$ cat src/rtl/stp_pkg.sv
// Package of register map, field layout and mode encodings for the standard timer
package stp_pkg;

    // Register word indexes (byte address is four times the index)
    localparam logic [2:0] REG_CTRL0   = 3'h0;
    localparam logic [2:0] REG_CTRL1   = 3'h1;
    localparam logic [2:0] REG_CNT_LO  = 3'h2;
    localparam logic [2:0] REG_CNT_HI  = 3'h3;
    localparam logic [2:0] REG_CMPA_LO = 3'h4;
    localparam logic [2:0] REG_CMPA_HI = 3'h5;
    localparam logic [2:0] REG_FLAGS   = 3'h6;

    // Control register zero fields
    localparam int unsigned RUN_BIT     = 3;
    localparam int unsigned COARSE_LSB  = 0;
    // Control register one fields
    localparam int unsigned MODE_LSB    = 6;
    localparam int unsigned FN_LSB      = 4;
    localparam int unsigned LEVEL_BIT   = 3;
    localparam int unsigned INVERT_BIT  = 2;
    localparam int unsigned SWAP_BIT    = 1;
    localparam int unsigned CLRSEL_BIT  = 0;
    // Flag register fields
    localparam int unsigned FLAG_A_BIT  = 0;
    localparam int unsigned FLAG_P_BIT  = 1;

    // Reset values
    localparam logic [7:0]  CTRL_RST    = 8'h00;
    localparam logic [2:0]  COARSE_RST  = 3'h0;
    localparam logic [9:0]  CMPA_RST    = 10'h000;
    localparam logic [9:0]  CNT_RST     = 10'h000;

    // Counter figures
    localparam logic [9:0]  CNT_MAX     = 10'h3ff;
    localparam logic [10:0] FULL_COUNT  = 11'h400;

    // Timer clock is core clock divided by this count
    localparam int unsigned TICK_DIV    = 4;
    localparam int unsigned TICK_W      = $clog2(TICK_DIV);

    typedef enum logic [1:0] {
        MODE_CMP = 2'b00,
        MODE_CAP = 2'b01,
        MODE_PWM = 2'b10,
        MODE_TMR = 2'b11
    } stp_mode_t;

    // Output function codes, compare mode and pwm mode
    localparam logic [1:0] FN_NONE   = 2'b00;
    localparam logic [1:0] FN_LOW    = 2'b01;
    localparam logic [1:0] FN_HIGH   = 2'b10;
    localparam logic [1:0] FN_TOGGLE = 2'b11;
    localparam logic [1:0] FN_INACT  = 2'b00;
    localparam logic [1:0] FN_ACT    = 2'b01;
    localparam logic [1:0] FN_PWM    = 2'b10;
    localparam logic [1:0] FN_PULSE  = 2'b11;

    typedef enum logic {
        BUS_IDLE = 1'b0,
        BUS_ACK  = 1'b1
    } stp_bus_t;

    // Coarse value in timer clocks, zero standing for a full count
    function automatic logic [10:0] stp_coarse_len(input logic [2:0] rp);
        stp_coarse_len = (rp == 3'h0) ? FULL_COUNT : {1'b0, rp, 7'h00};
    endfunction

endpackage

$ cat src/rtl/stp_tick_if.sv
// Interface carrying timer tick and external pin edge between timer modules
`timescale 1ns/1ns
interface stp_tick_if;
    logic tick;
    logic ext_rise;
    modport src (output tick, output ext_rise);
    modport dst (input tick, input ext_rise);
endinterface

$ cat src/rtl/stp_tick_gen.sv
// Timer clock enable divider and external clock pin synchroniser
`timescale 1ns/1ns
module stp_tick_gen (
    // Clock and reset
    input  wire logic     core_clk,
    input  wire logic     srst,
    // External clock pin
    input  wire logic     ext_clock_pin,
    // Tick and edge towards the timer
    stp_tick_if.src       tk
);
    import stp_pkg::*;

    logic [stp_pkg::TICK_W-1:0] div_q;
    logic [stp_pkg::TICK_W-1:0] div_d;
    logic                       tick_q;
    logic                       tick_d;
    logic [2:0]                 sync_q;
    logic [2:0]                 sync_d;
    logic                       stable_q;
    logic                       stable_d;
    logic                       rise_q;
    logic                       rise_d;

    always_comb begin
        tick_d   = (div_q == TICK_W'(TICK_DIV - 1));
        div_d    = tick_d ? '0 : div_q + TICK_W'(1);
        sync_d   = {sync_q[1:0], ext_clock_pin};
        // Only the two settled stages are compared; the first stage may be metastable
        stable_d = (sync_q[1] == sync_q[2]) ? sync_q[1] : stable_q;
        rise_d   = (sync_q[1] == sync_q[2]) && sync_q[1] && !stable_q;
    end

    always_ff @(posedge core_clk) begin
        if (srst) begin
            div_q    <= '0;
            tick_q   <= 1'b0;
            sync_q   <= 3'h0;
            stable_q <= 1'b0;
            rise_q   <= 1'b0;
        end else begin
            div_q    <= div_d;
            tick_q   <= tick_d;
            sync_q   <= sync_d;
            stable_q <= stable_d;
            rise_q   <= rise_d;
        end
    end

    assign tk.tick     = tick_q;
    assign tk.ext_rise = rise_q;

endmodule

$ cat src/rtl/stp_timer_top.sv
// Standard timer with compare match, timer, pwm and single pulse modes
// Function
// - Compare mode, output sits at the level bit before any match.
// - PWM mode, level bit chooses active low or active high waveform.
// - Single pulse mode, output takes the level bit when run rises.
// - Invert bit inverts the output pin; neither bit acts in timer mode.
// - Swap bit exchanges period and duty roles of coarse and compare-A values.
// - Clear select: 1 clears on A match or overflow, 0 on P match.
// - Counter readable as low byte and two high bits, upper bits zero.
// - Compare-A value held in writable low byte and two high bits.
// - Mode 00 is compare match; counter clears by overflow, A or P.
// - Compare mode, clear select 0, raises both A and P flags.
// - Compare mode, clear select 1, raises only the A flag.
// - Zero compare-A overflows at 3FF and raises no A flag.
// - Compare mode, pin changes only on A match; function 00 never.
// - Run rising in compare mode reloads output with the level bit.
// - Mode 11 counts and flags like compare mode, pin not driven.
// - PWM needs mode 10 and function 10 for the waveform.
// - PWM mode raises A and P flags on their matches.
// - Swap 0: period is 128 times coarse, 000 meaning 1024; duty compare-A.
// - Swap 1: period is compare-A; duty 128 times coarse, 000 meaning 1024.
// - Duty not below period holds the output at its active level.
// - PWM counting continues while function forces a fixed level.
// - Single pulse starts on run rising, by software or external pin.
// - Pulse trailing edge when run clears by software or A match.
// - Pulse A match clears run, flags; coarse unused; no restart clear.
// - Run rising clears counter; run falling stops and holds it.
// - Compare A match action: none, low, high or toggle.
//
// Register access over Avalon-MM and the register addresses are this design's own decisions.
`timescale 1ns/1ns
module stp_timer_top (
    // Clock and reset
    input  wire logic        core_clk,
    input  wire logic        srst,
    // Avalon-MM slave
    input  wire logic [2:0]  avs_address,
    input  wire logic        avs_read,
    input  wire logic        avs_write,
    input  wire logic [31:0] avs_writedata,
    input  wire logic [3:0]  avs_byteenable,
    output logic      [31:0] avs_readdata,
    output logic             avs_waitrequest,
    // External clock pin
    input  wire logic        ext_clock_pin,
    // Timer output pin
    output logic             timer_out,
    output logic             timer_out_oe,
    // Flag requests
    output logic             compare_a_req,
    output logic             compare_p_req
);
    import stp_pkg::*;

    stp_tick_if tk ();

    stp_tick_gen u_tick (
        .core_clk      (core_clk),
        .srst          (srst),
        .ext_clock_pin (ext_clock_pin),
        .tk            (tk)
    );

    // Bus state
    stp_bus_t    st_q;
    stp_bus_t    st_d;
    logic        wait_q;
    logic        wait_d;
    logic [31:0] rdata_q;
    logic [31:0] rdata_d;
    // Register state
    logic        run_q;
    logic        run_d;
    logic        run_prev_q;
    logic [2:0]  coarse_q;
    logic [2:0]  coarse_d;
    logic [7:0]  ctrl1_q;
    logic [7:0]  ctrl1_d;
    logic [9:0]  cmpa_q;
    logic [9:0]  cmpa_d;
    logic        fa_q;
    logic        fa_d;
    logic        fp_q;
    logic        fp_d;
    // Timer state
    logic [9:0]  cnt_q;
    logic [9:0]  cnt_d;
    logic        out_q;
    logic        out_d;
    logic        pin_q;
    logic        pin_d;
    logic        oe_q;
    logic        oe_d;

    // Decoded controls
    stp_mode_t   mode;
    logic [1:0]  fn;
    logic        lvl;
    logic        inv;
    logic        swap;
    logic        clrsel;
    logic        pulse_mode;
    logic        run_rise;
    logic        step;
    logic [10:0] cnt_inc;
    logic [10:0] len_p;
    logic [10:0] len_a;
    logic [10:0] period;
    logic [10:0] duty;
    logic        hit_a;
    logic        hit_p;
    logic        ev_a;
    logic        ev_p;
    logic        clear;
    logic        active;
    logic        wr_go;
    logic        wr_ctrl0;
    logic        wr_flags;
    logic [31:0] rd_mux;

    always_comb begin
        mode       = stp_mode_t'(ctrl1_q[MODE_LSB +: 2]);
        fn         = ctrl1_q[FN_LSB +: 2];
        lvl        = ctrl1_q[LEVEL_BIT];
        inv        = ctrl1_q[INVERT_BIT];
        swap       = ctrl1_q[SWAP_BIT];
        clrsel     = ctrl1_q[CLRSEL_BIT];
        pulse_mode = (mode == MODE_PWM) && (fn == FN_PULSE);
        run_rise   = run_q && !run_prev_q;
        // Capture mode is not built, so the counter rests there
        step       = tk.tick && run_q && !run_rise && (mode != MODE_CAP);
        cnt_inc    = {1'b0, cnt_q} + 11'h001;
        len_p      = stp_coarse_len(coarse_q);
        len_a      = (cmpa_q == 10'h000) ? FULL_COUNT : {1'b0, cmpa_q};
        period     = swap ? len_a : len_p;
        duty       = swap ? len_p : {1'b0, cmpa_q};
        hit_a      = (cmpa_q != 10'h000) && (cnt_inc == {1'b0, cmpa_q});
        hit_p      = (cnt_inc == len_p);
        ev_a       = 1'b0;
        ev_p       = 1'b0;
        clear      = 1'b0;
        if (step) begin
            case (mode)
                MODE_CMP, MODE_TMR: begin
                    ev_a  = hit_a;
                    ev_p  = hit_p && !clrsel;
                    // Zero coarse makes the P match land on the overflow
                    clear = clrsel ? (hit_a || cnt_q == CNT_MAX) : hit_p;
                end
                MODE_PWM: begin
                    if (pulse_mode) begin
                        ev_a = hit_a;
                    end else begin
                        ev_a  = hit_a;
                        ev_p  = hit_p;
                        clear = (cnt_inc == period);
                    end
                end
                default: begin
                    clear = 1'b0;
                end
            endcase
        end
        active = (duty >= period) || ({1'b0, cnt_q} < duty);
    end

    // Bus slave
    always_comb begin
        wr_go    = (st_q == BUS_ACK) && avs_write && avs_byteenable[0];
        wr_ctrl0 = wr_go && (avs_address == REG_CTRL0);
        wr_flags = wr_go && (avs_address == REG_FLAGS);
        case (avs_address)
            REG_CTRL0:   rd_mux = {24'h0, 4'h0, run_q, coarse_q};
            REG_CTRL1:   rd_mux = {24'h0, ctrl1_q};
            REG_CNT_LO:  rd_mux = {24'h0, cnt_q[7:0]};
            REG_CNT_HI:  rd_mux = {30'h0, cnt_q[9:8]};
            REG_CMPA_LO: rd_mux = {24'h0, cmpa_q[7:0]};
            REG_CMPA_HI: rd_mux = {30'h0, cmpa_q[9:8]};
            REG_FLAGS:   rd_mux = {30'h0, fp_q, fa_q};
            default:     rd_mux = 32'h0;
        endcase
        st_d    = ((st_q == BUS_IDLE) && (avs_read || avs_write)) ? BUS_ACK : BUS_IDLE;
        wait_d  = (st_d != BUS_ACK);
        rdata_d = ((st_d == BUS_ACK) && avs_read) ? rd_mux : rdata_q;
    end

    // Registers written by software and by hardware events
    always_comb begin
        coarse_d = coarse_q;
        ctrl1_d  = ctrl1_q;
        cmpa_d   = cmpa_q;
        run_d    = run_q;
        if (wr_ctrl0) begin
            run_d    = avs_writedata[RUN_BIT];
            coarse_d = avs_writedata[COARSE_LSB +: 3];
        end else if (pulse_mode && ev_a) begin
            run_d = 1'b0;
        end else if (pulse_mode && tk.ext_rise) begin
            run_d = 1'b1;
        end
        if (wr_go && avs_address == REG_CTRL1) begin
            ctrl1_d = avs_writedata[7:0];
        end
        if (wr_go && avs_address == REG_CMPA_LO) begin
            cmpa_d[7:0] = avs_writedata[7:0];
        end
        if (wr_go && avs_address == REG_CMPA_HI) begin
            cmpa_d[9:8] = avs_writedata[1:0];
        end
        // Set wins over a clear in the same cycle
        fa_d = ev_a || (fa_q && !(wr_flags && avs_writedata[FLAG_A_BIT]));
        fp_d = ev_p || (fp_q && !(wr_flags && avs_writedata[FLAG_P_BIT]));
    end

    // Counter and output pin
    always_comb begin
        cnt_d = cnt_q;
        if (run_rise) begin
            cnt_d = CNT_RST;
        end else if (step) begin
            cnt_d = clear ? CNT_RST : cnt_inc[9:0];
        end
        out_d = out_q;
        if (run_rise) begin
            out_d = lvl;
        end else if (ev_a && mode == MODE_CMP) begin
            case (fn)
                FN_NONE:   out_d = out_q;
                FN_LOW:    out_d = 1'b0;
                FN_HIGH:   out_d = 1'b1;
                FN_TOGGLE: out_d = !out_q;
                default:   out_d = out_q;
            endcase
        end
        pin_d = 1'b0;
        oe_d  = 1'b0;
        case (mode)
            MODE_CMP: begin
                pin_d = out_q ^ inv;
                oe_d  = 1'b1;
            end
            MODE_PWM: begin
                oe_d = 1'b1;
                case (fn)
                    FN_INACT: pin_d = !lvl ^ inv;
                    FN_ACT:   pin_d = lvl ^ inv;
                    FN_PWM:   pin_d = (active ? lvl : !lvl) ^ inv;
                    FN_PULSE: pin_d = (run_q ? lvl : !lvl) ^ inv;
                    default:  pin_d = 1'b0;
                endcase
            end
            default: begin
                // Timer and capture modes leave the pin to other functions
                pin_d = 1'b0;
                oe_d  = 1'b0;
            end
        endcase
    end

    always_ff @(posedge core_clk) begin
        if (srst) begin
            st_q       <= BUS_IDLE;
            wait_q     <= 1'b1;
            rdata_q    <= 32'h0;
            run_q      <= 1'b0;
            run_prev_q <= 1'b0;
            coarse_q   <= COARSE_RST;
            ctrl1_q    <= CTRL_RST;
            cmpa_q     <= CMPA_RST;
            fa_q       <= 1'b0;
            fp_q       <= 1'b0;
            cnt_q      <= CNT_RST;
            out_q      <= 1'b0;
            pin_q      <= 1'b0;
            oe_q       <= 1'b0;
        end else begin
            st_q       <= st_d;
            wait_q     <= wait_d;
            rdata_q    <= rdata_d;
            run_q      <= run_d;
            run_prev_q <= run_q;
            coarse_q   <= coarse_d;
            ctrl1_q    <= ctrl1_d;
            cmpa_q     <= cmpa_d;
            fa_q       <= fa_d;
            fp_q       <= fp_d;
            cnt_q      <= cnt_d;
            out_q      <= out_d;
            pin_q      <= pin_d;
            oe_q       <= oe_d;
        end
    end

    assign avs_readdata    = rdata_q;
    assign avs_waitrequest = wait_q;
    assign timer_out       = pin_q;
    assign timer_out_oe    = oe_q;
    assign compare_a_req   = fa_q;
    assign compare_p_req   = fp_q;
endmodule

$ cat config.mk
export PLATFORM = sky130hd
export DESIGN_NAME = stp_timer_top
export DESIGN_NICKNAME = d
export VERILOG_FILES = /design/src/rtl/stp_pkg.sv /design/src/rtl/stp_tick_if.sv /design/src/rtl/stp_tick_gen.sv /design/src/rtl/stp_timer_top.sv
export SDC_FILE = /design/constraint.sdc
export NUM_CORES = 1
export LEC_CHECK = 0
export BUFFER_PORTS_ARGS = -buffer_cell sky130_fd_sc_hd__buf_2
export CORE_MARGIN = 4
export CORE_UTILIZATION = 51
export DETAILED_ROUTE_END_ITERATION = 16
export GPL_ROUTABILITY_DRIVEN = 0
export PLACE_DENSITY = 0.77
export SLEW_MARGIN = 10
export SYNTH_ARGS = -nofsm -noshare
export SYNTH_HDL_FRONTEND = slang
export SYNTH_SLANG_ARGS = --single-unit
$ cat constraint.sdc
create_clock -name core_clk -period 3 [get_ports core_clk]
set_clock_uncertainty 0.05 [all_clocks]
set_input_delay 0.45 -clock core_clk [delete_from_list [all_inputs] [get_ports core_clk]]
set_output_delay 0.45 -clock core_clk [all_outputs]
set_load 0.02 [all_outputs]
==> results_dict.tcl <==
set metrics [dict create \
    synth-seq-cells 56 \
    clk_transition_reported_paths_ps 110 \
    finalSetupTns_ps -116.5 \
    cts_post_setup_buffers_inserted 0 \
    cts.sink_count 56 \
    syn2layout_area_growth_pct 10.96 \
    synth-edff-count 0 \
    cts_tree "yes" \
    proportion_of_synthesized_chip_area_in_sequential_cells 0.2668 \
    insertion_delay_ps 320 \
    timing_worst_setup_path_type "flop to flop" \
    place.detailed.hpwl_mm 8.637 \
    path_cells "or4_4 -> nor3_4 -> a21oi_1 -> ha_1 -> and4_1 -> a22oi_2 -> or4b_4 -> a31o_2 -> a211oi_2 -> xnor2_1 -> nor3_1" \
    power_density_mw_per_mm2 334.2 \
    fillers 712 \
    hold_depth 2 \
    place_inst 649 \
    timing.critical_path.buf_inv 0 \
    total_length_of_routed_wires_mm 11.19 \
    initialDrtViolationCount 352 \
    per_cell_routed_wire_length_um 17.03 \
    critical_path_arrival_ps 3270 \
    post_synth_instance_area_mm2 0.004202 \
    pin_count 81 \
    drt_drc_violations_left 0 \
    min-delay-start "ext_clock_pin" \
    critical_path.reg2reg.startpoint "cmpa_q[6]" \
    cp_slowest_cell "sky130_fd_sc_hd__or4_4" \
    outcome "finished with violations" \
    synth_top_area_frac 0.2668 \
    worst_r2r_path_depth 11 \
    via_count_of_the_first_global_routing_pass 3723 \
    diodes 0 \
    die_width_um 98.77 \
    core-area_mm2 0.007888 \
    timing.final.ws_setup_ps -116.5 \
    row_count 32 \
    setup_viol 1 \
    ys_dominant_reg_cell "sky130_fd_sc_hd__dfxtp_1" \
    global_route.overflow_total 0 \
    cap_violations 0 \
    asyncSetResetFlopFracSynth 0 \
    drive_above_1_share 0.2054 \
    final_hold_viol_count 0 \
    post_synth.cell_area_avg_um2 8.174 \
    cts-root-buf "sky130_fd_sc_hd__clkbuf_8" \
    maxSlewHeadroom 0.6369 \
    endpoint_of_the_worst_hold_path "u_tick.sync_q[0]" \
    initial_utilization 0.5327 \
    number_of_antenna_violations_at_the_first_check_in_global_routing 0 \
    rsz0062_at_grt "yes" \
    route.vias.total 3944 \
    crit-reg2reg-capture "timer_out" \
    dieArea_mm2 0.009755 \
    synth.largest_area_cell "sky130_fd_sc_hd__dfxtp_1" \
    violated_checks "negative setup slack" \
    final_max_tran_viols 0 \
    total_routing_usage_reported_by_global_routing 0.2276 \
    cp-start-kind "flop" \
    synth.area.top_cells "sky130_fd_sc_hd__dfxtp_1 27%, sky130_fd_sc_hd__mux2i_1 6.2%, sky130_fd_sc_hd__ha_1 6.0%" \
    synth.lib_cells_used.distinct 71 \
    worst_hold_path_type "input pin to flop" \
    drt.antenna.violating_nets 0 \
    fmaxAchievable_ghz 0.3209 \
    cts_buffer_depth 2 \
    path_delay_family "simple AND/OR/NAND/NOR gates" \
    fin_nets 618 \
    post_synth_inst_count 514 \
    firstDrtPassIters 5 \
    timing.critical_path.required_ps 3160 \
    max_stage_delay_ps 570 \
    ys_warn_count 0 \
    chipHeight_um 98.77 \
    synth_most_common_cell "sky130_fd_sc_hd__dfxtp_1" \
    vias_per_cell 6.003 \
    cts_max_level 2 \
    critPathCaptureType "flop" \
    global_route_wire_length_before_repair_mm 18.28 \
    final_cells 657 \
    clock_buffers_created_by_tritoncts 5 \
    largest_fanout_on_the_critical_path 2 \
    ys_top_cells_by_count "56 x sky130_fd_sc_hd__dfxtp_1, 53 x sky130_fd_sc_hd__nor2_1, 31 x sky130_fd_sc_hd__nand2_1" \
    port_buffers 29 \
    period_minus_slack_ps 3117 \
    least_margin_pin_slew_ps 543.9 \
    largest_net_degree_at_the_start_of_global_routing 27 \
    cellLeakagePower_nw 1.868 \
    vdd_drop_max_uv 207.1 \
    internal_reg_to_reg_setup_slack_ps -120 \
    fin_crit_sh 1.039 \
]
==> cells in the final DEF, fill, tap and decap left out, types with 14 or more instances in the layout <==
cell type	count
sky130_fd_sc_hd__a21oi_1	28
sky130_fd_sc_hd__buf_2	29
sky130_fd_sc_hd__buf_4	46
sky130_fd_sc_hd__conb_1	24
sky130_fd_sc_hd__dfxtp_1	55
sky130_fd_sc_hd__ha_1	20
sky130_fd_sc_hd__mux2i_1	26
sky130_fd_sc_hd__nand2_1	31
sky130_fd_sc_hd__nand2b_1	14
sky130_fd_sc_hd__nand3_1	27
sky130_fd_sc_hd__nor2_1	53
sky130_fd_sc_hd__o21ai_0	15
==> metrics by stage <==
| step | total power, mW | hold WS, ps | util | instance area (µm²) | setup slack [ps] |
|---|---|---|---|---|---|
| final | 1.558 | 284.9 | 0.5911 | 4662 | -116.5 |
| after detailed placement | 1.110 | 375.1 | 0.5779 | 4558 | -104.6 |
| after global routing | 1.630 | 311.7 | 0.5911 | 4662 | -254.2 |
| after CTS | 1.562 | 287.6 | 0.5904 | 4657 | -54.83 |
| after global placement | 1.100 | 359.0 | 0.5779 | 4558 | -84.76 |
| after floorplan | 1.058 | 347.6 | - | 4308 | 2.584 |
==> worst reg2reg max path, delay by kind of cell (launching register included) <==
family	cells	cell delay, ps
flip-flops	1	330
AO/OA/AOI/OAI	4	660
AND/OR/NAND/NOR	5	1490
adder cells (fa/ha/maj)	1	310
XOR/XNOR	1	160
==> flip-flops by register name, indices dropped and copies added, names as in the netlist <==
name / count
avs_waitrequest: 1
ctrl1_q: 8
st_q: 1
u_tick.div_q: 2
timer_out_oe: 1
out_q: 1
avs_readdata: 8
u_tick.sync_q: 3
u_tick.tk.tick: 1
run_prev_q: 1
cnt_q: 10
compare_a_req: 1
timer_out: 1
cmpa_q: 10
compare_p_req: 1
run_q: 1
u_tick.tk.ext_rise: 1
coarse_q: 3
u_tick.stable_q: 1
==> where the power goes <==
| part | switching, mW | internal, mW |
|---|---|---|
| sequential | 0.0249 | 0.765 |
| combinational | 0.186 | 0.129 |
| clock | 0.283 | 0.171 |
==> how the worst max path moves through the flow <==
stage	startpoint	slack [ps]	end	cells after the start
2_1_floorplan	ctrl1_q[1]	3	timer_out	12
3_3_place_gp	cmpa_q[5]	-80	timer_out	11
3_5_place_dp	cmpa_q[5]	-100	timer_out	11
4_1_cts	cmpa_q[6]	-50	timer_out	11
5_1_grt	cmpa_q[6]	-250	timer_out	11
6_report	cmpa_q[6]	-120	timer_out	11
==> cells by family after synthesis <==
logic type      synth area share
fa+ha+maj                0.05956
xor+xnor                 0.06611
other cells            0.0008925
compound gates            0.1814
simple gates              0.2516
flops                     0.2668
buf+inv                  0.09559
mux                      0.07802
==> layout make-up <==
| class | instances | area (µm²) | share of cell area |
|---|---|---|---|
| sequential | 56 | 1122 | 0.2407 |
| timing repair buffer | 75 | 490.5 | 0.1052 |
| clock inverter | 3 | 26.28 | 0.005636 |
| tap | 102 | 127.6 | 0.02738 |
| multi-input combinational | 405 | 2785 | 0.5974 |
| clock buffer | 5 | 68.82 | 0.01476 |
| inverter | 11 | 41.29 | 0.008857 |
==> layer usage <==
layer / wire, µm / share of wire / track usage / vias up
met4: 223 / 0.020 / 0.06723 / 0
met2: 5499 / 0.49 / 0.3807 / 170
met3: 886 / 0.079 / 0.04459 / 28
met1: 4577 / 0.41 / 0.2968 / 1873
met5: 0 / 0 / 0 / -
li1: - / - / - / 1873
==> repair_timing <==
action | 4_1_cts | 5_1_grt
endpoints found under the setup margin | 1 | 1
hold buffers | 0 | 0
pin swaps | 3 | 0
resized for setup | 1 | 1
(Power assumes the default switching activity.)
